$ cat src/hw/pertim_defs.svh
// Purpose: constants of the periodic timer (offsets, fields, codes, reset values)
// Assumes: 32-bit classic wishbone slave, byte address, word-aligned registers
// Notes: included by bare name; definitions only
`ifndef PERTIM_DEFS_SVH
`define PERTIM_DEFS_SVH

// ==========================================================================
// widths and register offsets
`define PT_CNT_W 10
`define PT_PRE_W 8
`define PT_OFF_CTRL 8'h00
`define PT_OFF_FLAG 8'h04
`define PT_OFF_CNT 8'h08
`define PT_OFF_COMPARE_A_VALUE 8'h0C
`define PT_OFF_COMPARE_B_VALUE 8'h10
`define PT_OFF_PERIOD_VALUE 8'h14
`define PT_OFF_DIV 8'h18

// ==========================================================================
// control and flag register fields
`define PT_C_RUN 0
`define PT_C_MODE 2:1
`define PT_C_IO 4:3
`define PT_C_OC 5
`define PT_C_POL 6
`define PT_C_CAPTS 7
`define PT_C_CCLR 8
`define PT_C_TCLR 10:9
`define PT_C_VLF 11
`define PT_F_A 0
`define PT_F_P 1
`define PT_F_CAP 2

// ==========================================================================
// output action and capture codes, reset values
`define PT_IO_NONE 2'h0
`define PT_IO_LOW 2'h1
`define PT_IO_HIGH 2'h2
`define PT_IO_TOG 2'h3
`define PT_TC_NONE 2'h0
`define PT_DIV_RST 8'h01
`define PT_DIV_MIN 8'h01

`endif

$ cat src/hw/pertim_pkg.sv
// Purpose: shared types of the periodic timer
// Assumes: enum order gives the mode field encoding 00..11
// Notes: numeric constants live in pertim_defs.svh
package pertim_pkg;
    typedef enum logic [1:0] {
        PT_CMP,
        PT_CAP,
        PT_PWM,
        PT_TC
    } pertim_mode_e;
endpackage

$ cat src/hw/pertim_timer.sv
// Purpose: periodic timer with compare, pwm, single pulse and capture modes
// Assumes: pins synchronous to sys_clk; wishbone classic slave, one wait state
// Notes: no interrupt output; events are sticky write-one-to-clear flags
`timescale 1ns/1ps
`include "pertim_defs.svh"

module pertim_timer
    import pertim_pkg::*;
#(
    parameter int CW = `PT_CNT_W,
    parameter int PW = `PT_PRE_W
) (
    input wire logic sys_clk, // system clock, 100 MHz
    input wire logic rst, // async reset, active high
    input wire logic wb_cyc_i, // bus cycle
    input wire logic wb_stb_i, // strobe
    input wire logic wb_we_i, // write enable
    input wire logic [7:0] wb_adr_i, // byte address
    input wire logic [3:0] wb_sel_i, // byte lanes
    input wire logic [31:0] wb_dat_i, // write data
    output logic [31:0] wb_dat_o, // read data
    output logic wb_ack_o, // acknowledge
    input wire logic clock_trigger_pin, // trigger / alternate capture pin
    input wire logic capture_input_pin, // dedicated capture pin
    output logic timer_out, // timer output level
    output logic timer_out_oe // high while the block drives the pin
);

    // ======================================================================
    // parameter check
    if (CW < 2 || CW > 16 || PW < 2 || PW > 16) begin : g_chk
        $error("pertim_timer: unsupported width parameters");
    end

    // ======================================================================
    // state
    logic run_q, run_prev_q, oc_q, pol_q, capts_q, cclr_q, vlf_q;
    logic fa_q, fp_q, fc_q, lvl_q, trig_prev_q, cap_prev_q;
    logic tick_q, ack_q, out_q, oe_q;
    pertim_mode_e mode_q;
    logic [1:0] io_q, tclr_q;
    logic [CW-1:0] cnt_q, compare_a_value_q, compare_b_value_q, period_value_q, cnt_inc;
    logic [PW-1:0] div_q, pre_q, div_eff;
    logic [31:0] rdat_d, ctrl_rd, msk;
    logic [31:0] ctl_m, ca_m, cb_m, cp_m, dv_m;
    logic req, wr, run_rise, sp, is_cmp, hit_a, hit_p, clr;
    logic src, src_prev, rise, fall, cap_hit, cap_to_b, lvl_d, out_d;

    // ======================================================================
    // bus decode; byte lanes form a write mask
    assign req = wb_cyc_i & wb_stb_i & ~ack_q;
    // a write lands at the edge where the master samples ack high
    assign wr = wb_cyc_i & wb_stb_i & wb_we_i & ack_q;
    assign msk = {{8{wb_sel_i[3]}}, {8{wb_sel_i[2]}}, {8{wb_sel_i[1]}}, {8{wb_sel_i[0]}}};
    assign ctrl_rd = {20'h0, vlf_q, tclr_q, cclr_q, capts_q, pol_q, oc_q, io_q,
                      mode_q, run_q};

    // merge write data into an old register image under the lane mask
    function automatic logic [31:0] merge(input logic [31:0] old);
        merge = (old & ~msk) | (wb_dat_i & msk);
    endfunction

    // merged images per register, so that fields are plain part-selects
    assign ctl_m = merge(ctrl_rd);
    assign ca_m = merge(32'(compare_a_value_q));
    assign cb_m = merge(32'(compare_b_value_q));
    assign cp_m = merge(32'(period_value_q));
    assign dv_m = merge(32'(div_q));

    // ======================================================================
    // timer tick divider; a floor on the divisor keeps the tick at or
    // below half of sys_clk, which the a_tick_rate assertion checks
    assign div_eff = (div_q < PW'(`PT_DIV_MIN)) ? PW'(`PT_DIV_MIN) : div_q;

    always_ff @(posedge sys_clk or posedge rst) begin
        if (rst) begin
            pre_q <= '0;
            tick_q <= 1'b0;
        end else if (pre_q >= div_eff) begin
            pre_q <= '0;
            tick_q <= 1'b1;
        end else begin
            pre_q <= pre_q + PW'(1);
            tick_q <= 1'b0;
        end
    end

    // ======================================================================
    // match and edge detection
    assign cnt_inc = cnt_q + CW'(1);
    assign sp = (mode_q == PT_PWM) && (io_q == `PT_IO_TOG);
    assign is_cmp = (mode_q == PT_CMP) || (mode_q == PT_TC);
    assign run_rise = run_q & ~run_prev_q;
    // a zero A value never matches, so with A as clear source the counter simply wraps at all ones
    // the start cycle still holds a stale count, so it must never match
    assign hit_a = tick_q & run_q & ~run_rise & (cnt_inc == compare_a_value_q) & (compare_a_value_q != '0);
    // a zero period matches on the wrap, giving the overflow clear
    assign hit_p = tick_q & run_q & ~run_rise & (cnt_inc == period_value_q);
    assign src = capts_q ? clock_trigger_pin : capture_input_pin;
    assign src_prev = capts_q ? trig_prev_q : cap_prev_q;
    assign rise = src & ~src_prev;
    assign fall = ~src & src_prev;

    // capture qualifier: edge select 11 captures nothing
    always_comb begin
        cap_hit = 1'b0;
        if (mode_q == PT_CAP && run_q) begin
            case (io_q)
                2'h0: cap_hit = rise;
                2'h1: cap_hit = fall;
                2'h2: cap_hit = rise | fall;
                default: cap_hit = 1'b0;
            endcase
        end
    end
    assign cap_to_b = (tclr_q != `PT_TC_NONE) & rise;

    // counter clear source per mode
    always_comb begin
        case (mode_q)
            PT_CMP, PT_TC: clr = cclr_q ? hit_a : hit_p;
            PT_PWM: clr = ~sp & hit_p;
            PT_CAP: begin
                clr = hit_p;
                if (run_q) begin
                    case (tclr_q)
                        2'h1: clr = hit_p | rise;
                        2'h2: clr = hit_p | fall;
                        2'h3: clr = hit_p | rise | fall;
                        default: clr = hit_p;
                    endcase
                end
            end
            default: clr = 1'b0;
        endcase
    end

    // ======================================================================
    // counter: restarts at zero on a run rising edge, holds while stopped
    always_ff @(posedge sys_clk or posedge rst) begin
        if (rst) begin
            cnt_q <= '0;
        end else if (run_rise) begin
            cnt_q <= '0;
        end else if (clr) begin
            cnt_q <= '0;
        end else if (run_q && tick_q) begin
            cnt_q <= cnt_inc;
        end
    end

    // pin history for edge detection
    always_ff @(posedge sys_clk or posedge rst) begin
        if (rst) begin
            trig_prev_q <= 1'b0;
            cap_prev_q <= 1'b0;
            run_prev_q <= 1'b0;
        end else begin
            trig_prev_q <= clock_trigger_pin;
            cap_prev_q <= capture_input_pin;
            run_prev_q <= run_q;
        end
    end

    // ======================================================================
    // control register; hardware start and stop override a same-cycle write
    always_ff @(posedge sys_clk or posedge rst) begin
        if (rst) begin
            run_q <= 1'b0;
            mode_q <= PT_CMP;
            io_q <= `PT_IO_NONE;
            oc_q <= 1'b0;
            pol_q <= 1'b0;
            capts_q <= 1'b0;
            cclr_q <= 1'b0;
            tclr_q <= `PT_TC_NONE;
        end else begin
            if (wr && wb_adr_i == `PT_OFF_CTRL) begin
                run_q <= ctl_m[`PT_C_RUN];
                mode_q <= pertim_mode_e'(ctl_m[`PT_C_MODE]);
                io_q <= ctl_m[`PT_C_IO];
                oc_q <= ctl_m[`PT_C_OC];
                pol_q <= ctl_m[`PT_C_POL];
                capts_q <= ctl_m[`PT_C_CAPTS];
                cclr_q <= ctl_m[`PT_C_CCLR];
                tclr_q <= ctl_m[`PT_C_TCLR];
            end
            if (sp && !run_q && clock_trigger_pin && !trig_prev_q) begin
                run_q <= 1'b1;
            end
            if (sp && hit_a) begin
                run_q <= 1'b0;
            end
        end
    end

    // ======================================================================
    // sticky event flags: write one to clear, a same-cycle event wins
    always_ff @(posedge sys_clk or posedge rst) begin
        if (rst) begin
            fa_q <= 1'b0;
            fp_q <= 1'b0;
            fc_q <= 1'b0;
        end else begin
            if (wr && wb_adr_i == `PT_OFF_FLAG) begin
                fa_q <= fa_q & ~(wb_sel_i[0] & wb_dat_i[`PT_F_A]);
                fp_q <= fp_q & ~(wb_sel_i[0] & wb_dat_i[`PT_F_P]);
                fc_q <= fc_q & ~(wb_sel_i[0] & wb_dat_i[`PT_F_CAP]);
            end
            if (hit_a && mode_q != PT_CAP) begin
                fa_q <= 1'b1;
            end
            if (hit_p && !(is_cmp && cclr_q) && !sp) begin
                fp_q <= 1'b1;
            end
            if (cap_hit) begin
                fc_q <= 1'b1;
            end
        end
    end

    // ======================================================================
    // compare and period values; a capture overrides a same-cycle write
    always_ff @(posedge sys_clk or posedge rst) begin
        if (rst) begin
            compare_a_value_q <= '0;
            compare_b_value_q <= '0;
            period_value_q <= '0;
            vlf_q <= 1'b0;
        end else begin
            if (wr && wb_adr_i == `PT_OFF_COMPARE_A_VALUE) begin
                compare_a_value_q <= ca_m[CW-1:0];
            end
            if (wr && wb_adr_i == `PT_OFF_COMPARE_B_VALUE) begin
                compare_b_value_q <= cb_m[CW-1:0];
            end
            if (wr && wb_adr_i == `PT_OFF_PERIOD_VALUE) begin
                period_value_q <= cp_m[CW-1:0];
            end
            if (cap_hit) begin
                vlf_q <= rise;
                if (cap_to_b) begin
                    compare_b_value_q <= cnt_q;
                end else begin
                    compare_a_value_q <= cnt_q;
                end
            end
        end
    end

    // tick divisor
    always_ff @(posedge sys_clk or posedge rst) begin
        if (rst) begin
            div_q <= PW'(`PT_DIV_RST);
        end else if (wr && wb_adr_i == `PT_OFF_DIV) begin
            div_q <= dv_m[PW-1:0];
        end
    end

    // ======================================================================
    // compare-mode output level
    always_comb begin
        lvl_d = lvl_q;
        if (run_rise) begin
            lvl_d = oc_q;
        end else if (hit_a && mode_q == PT_CMP) begin
            case (io_q)
                `PT_IO_LOW: lvl_d = 1'b0;
                `PT_IO_HIGH: lvl_d = 1'b1;
                `PT_IO_TOG: lvl_d = ~lvl_q;
                default: lvl_d = lvl_q;
            endcase
        end
    end

    always_ff @(posedge sys_clk or posedge rst) begin
        if (rst) begin
            lvl_q <= 1'b0;
        end else begin
            lvl_q <= lvl_d;
        end
    end

    // pin value per mode; the pwm compare runs under every action code but 11 (single pulse),
    // so forcing the pin never disturbs the period
    always_comb begin
        out_d = 1'b0;
        case (mode_q)
            PT_CMP: out_d = lvl_q ^ pol_q;
            PT_PWM: begin
                if (sp) begin
                    out_d = (run_q ? oc_q : ~oc_q) ^ pol_q;
                end else begin
                    case (io_q)
                        `PT_IO_NONE: out_d = ~oc_q ^ pol_q;
                        `PT_IO_LOW: out_d = oc_q ^ pol_q;
                        default: out_d = ((cnt_q < compare_a_value_q) ? oc_q : ~oc_q) ^ pol_q;
                    endcase
                end
            end
            default: out_d = 1'b0;
        endcase
    end

    // registered pin outputs; counter and capture modes release the pin
    always_ff @(posedge sys_clk or posedge rst) begin
        if (rst) begin
            out_q <= 1'b0;
            oe_q <= 1'b0;
        end else begin
            out_q <= out_d;
            oe_q <= (mode_q == PT_CMP) || (mode_q == PT_PWM);
        end
    end

    assign timer_out = out_q;
    assign timer_out_oe = oe_q;

    // ======================================================================
    // read mux; unmapped addresses read zero
    always_comb begin
        case (wb_adr_i)
            `PT_OFF_CTRL: rdat_d = ctrl_rd;
            `PT_OFF_FLAG: rdat_d = {29'h0, fc_q, fp_q, fa_q};
            `PT_OFF_CNT: rdat_d = 32'(cnt_q);
            `PT_OFF_COMPARE_A_VALUE: rdat_d = 32'(compare_a_value_q);
            `PT_OFF_COMPARE_B_VALUE: rdat_d = 32'(compare_b_value_q);
            `PT_OFF_PERIOD_VALUE: rdat_d = 32'(period_value_q);
            `PT_OFF_DIV: rdat_d = 32'(div_q);
            default: rdat_d = 32'h0;
        endcase
    end

    // one-cycle acknowledge, dropped in the following cycle
    always_ff @(posedge sys_clk or posedge rst) begin
        if (rst) begin
            ack_q <= 1'b0;
            wb_dat_o <= 32'h0;
        end else begin
            ack_q <= req;
            if (req) begin
                wb_dat_o <= rdat_d;
            end
        end
    end

    assign wb_ack_o = ack_q;
endmodule // pertim_timer

$ cat config.mk
export PLATFORM = sky130hd
export DESIGN_NAME = pertim_timer
export DESIGN_NICKNAME = d
export VERILOG_FILES = /design/src/hw/pertim_pkg.sv /design/src/hw/pertim_timer.sv
export VERILOG_INCLUDE_DIRS = /design/src /design/src/hw
export SDC_FILE = /design/constraint.sdc
export NUM_CORES = 1
export LEC_CHECK = 0
export BUFFER_PORTS_ARGS = -buffer_cell sky130_fd_sc_hd__buf_4
export CAP_MARGIN = 10
export CORE_UTILIZATION = 40
export CTS_BUF_LIST = sky130_fd_sc_hd__clkbuf_4 sky130_fd_sc_hd__clkbuf_8 sky130_fd_sc_hd__clkbuf_16
export CTS_CLUSTER_DIAMETER = 120
export DETAILED_ROUTE_END_ITERATION = 10
export PLACE_DENSITY = 0.67
export SLEW_MARGIN = 20
export SYNTH_ARGS = -nofsm -noshare
export SYNTH_HDL_FRONTEND = slang
export SYNTH_SLANG_ARGS = --single-unit
export TNS_END_PERCENT = 5
$ cat constraint.sdc
create_clock -name sys_clk -period 7.06 [get_ports sys_clk]
set_clock_uncertainty 0.1 [all_clocks]
set_input_delay 1.059 -clock sys_clk [delete_from_list [all_inputs] [get_ports sys_clk]]
set_output_delay 1.059 -clock sys_clk [all_outputs]
set_load 0.02 [all_outputs]
==> flow_metrics.tcl <==
set metrics [dict create \
    routed_via_density 5.791 \
    worstSetupPathType "in2reg" \
    postCtsHoldBufs 0 \
    clock_path_buffers 2 \
    ctsResizeCount 0 \
    ys_ff_latch 91 \
    critPathLaunchType "primary input" \
    hpwl_mm 11.21 \
    synth_edf_count 0 \
    maxSlewHeadroom_pct 31.17 \
    cp-end-kind "flip-flop" \
    synth-async-reset-ratio_pct 100.0 \
    grt_overflow 0 \
    routed_wl_mm 14.98 \
    leakage_nw 2.992 \
    fp.dieW_um 121.5 \
    via_count 4673 \
    grt_pass1_vias 4556 \
    hold_path.class "reg2reg" \
    grt_pass1_wl_mm 24.28 \
    area_growth_pct 12.07 \
    clock_latency_ps 350 \
    yosys_warnings 0 \
    coreArea_mm2 0.01388 \
    crit_slowest_cell "nor3_2" \
    avgSynthCellArea_um2 9.569 \
    grt_use_met1_pct 29.33 \
    start_util_pct 41.16 \
    run_status "completed" \
    layout_commonest_cell "dfrtp_1" \
    tightest_slew_ps 1027 \
    fin_crit_sh_pct 51.91 \
    antenna-diode-count 0 \
    cts_made_buffers 9 \
    ys_types 63 \
    tritoncts "yes" \
    root_buffer "clkbuf_16" \
    die_h_um 121.5 \
    worstPathRequired_ps 7200 \
    path_max_fanout 14 \
    clk_pin_slew_worst_paths_ps 70 \
    slew_viol_final 0 \
    firstDrtPassIters 5 \
    routabilityCongestion 0.8859 \
    whs_ps 404.1 \
    cts_setup_buffers 0 \
    netlist_area_mm2 0.005713 \
    ys.flop_type "dfrtp_1" \
    routedWlPerCell_um 18.56 \
    finalCriticalPeriod_ps 3665 \
    grt_busiest_layer "met2" \
    rows 43 \
    io_buffers 42 \
    hold_violations 0 \
    placed_cells 792 \
    dieArea_mm2 0.01476 \
    final_cells 807 \
    setup_viol 0 \
    synth-seq-area-share_pct 39.88 \
    met2_usage_pct 34.41 \
    postSynthCellCount 597 \
    cp.arrival_ps 3800 \
    p_per_area_mw_per_mm2 168.4 \
    drtIter0Drc 435 \
    ant_nets 0 \
    drive_above_1_share_pct 14.35 \
    antenna_found_initial 0 \
    numClockSinks 91 \
    drc_errors 0 \
    ioPinCount 86 \
    crit_chain "buf_4 > or4_4 > or3_1 > nor3_2 > and2_1 > mux2_2" \
    groute.usage.overall_pct 21.57 \
    use_met3_pct 4.464 \
    mostFrequentLayoutCells "dfrtp_1 (90), nand2_1 (68), buf_4 (43), o21ai_0 (34), inv_1 (31)" \
    nets 703 \
    vdd_drop_max_mv 0.1325 \
    grt_max_degree 82 \
    max_stage_delay_ps 790 \
    max_freq_mhz 272.9 \
    rsz0062_at_grt "false" \
    setup_tns_ps 0 \
    htreeDepth 3 \
    maxCapViolations 0 \
]
cells in the mapped netlist, drive strengths merged, types with 2 or more instances:
cell type	number	area share, %
nor4	10	1.6
xnor2	22	3.4
a21oi	6	0.53
o211ai	3	0.39
and4	2	0.31
or4	2	0.33
and3	6	0.66
a222oi	5	0.88
or2	2	0.22
nand2	68	4.5
and2	4	0.44
o21ai	42	3.7
dfrtp	90	39
nand3	27	2.4
nor2	18	1.2
inv	32	2.1
mux2i	26	4.6
ha	29	6.4
a21o	5	0.66
o31a	2	0.31
a41o	2	0.35
nor2b	6	0.66
o31ai	2	0.26
clkbuf	20	1.3
a211oi	13	1.7
mux2	19	3.7
xor2	15	2.3
a2bb2oi	2	0.31
a22oi	26	3.4
a22o	11	1.7
nand4	6	0.66
buf	28	3.3
a31oi	2	0.22
nand2b	5	0.55
or3	3	0.33
nor3	16	1.6
where the power goes:
part	internal (mW)	switching [mW]	leakage [nW]
Combinational	0.0159	0.0372	1.67
Sequential	0.523	0.00225	1.19
Clock	0.284	0.215	0.141
Total	0.823	0.255	2.99
through the flow:
| step | power (mW) | instance area [um2] | worst slack, ps | util (%) |
|---|---|---|---|---|
| floorplan | 0.5712 | 5784 | 3539 | - |
| global placement | 0.5874 | 6080 | 3156 | 43.80 |
| detailed placement | 0.5883 | 6080 | 3082 | 43.80 |
| CTS | 1.084 | 6381 | 3455 | 45.97 |
| global route | 1.113 | 6402 | 3262 | 46.12 |
| finish | 1.078 | 6402 | 3395 | 46.12 |
cell families after synthesis:
group                    after synthesis  synth area share [%]
XOR/XNOR                              38                 6.067
multiplexers                          45                 8.301
AO/OA/AOI/OAI                        133                 16.54
buffers and inverters                 80                 6.680
flip-flops                            91                 39.88
adder cells (fa/ha/maj)               29                 6.351
other                                  1               0.06564
AND/OR/NAND/NOR                      180                 16.12
critical path, delay by kind of cell:
family | cells | cell delay [ps]
buf+inv | 1 | 100
simple gates | 4 | 2240
mux | 1 | 390
routing by layer:
metal	part of all wire, %	vias up
met4	1.7	0
met5	0	-
met2	47	161
li1	-	2175
met1	44	2319
met3	6.6	18
layout make-up:
type                    instances  area [um2]
repair buffers                 44       334.1
fillers                      1289        7478
inverters                      32       121.4
multi-input cells             445        3142
clock inverters                 5       62.56
clock buffers                  10       239.0
flip-flops and latches         91        2278
well taps                     180       225.2
path summary, 6_finish.rpt:
path | start | end | slack (ps) | cells after the start
worst min-delay path | wb_dat_o[10]$_DFFE_PP0P_ | wb_dat_o[10]$_DFFE_PP0P_ | 400 | 2
max in group asynchronous | rst | cap_prev_q$_DFF_PP0_ | 5370 | 3
worst max register to register | cnt_q[0]$_DFFE_PP0P_ | cnt_q[0]$_DFFE_PP0P_ | 3830 | 7
worst min register to register | wb_dat_o[10]$_DFFE_PP0P_ | wb_dat_o[10]$_DFFE_PP0P_ | 400 | 2
min in group asynchronous | rst | cnt_q[4]$_DFFE_PP0P_ | 520 | 2
worst max-delay path | wb_adr_i[0] | flip-flop | 3400 | 6
Power figures use the tool's default switching activity.
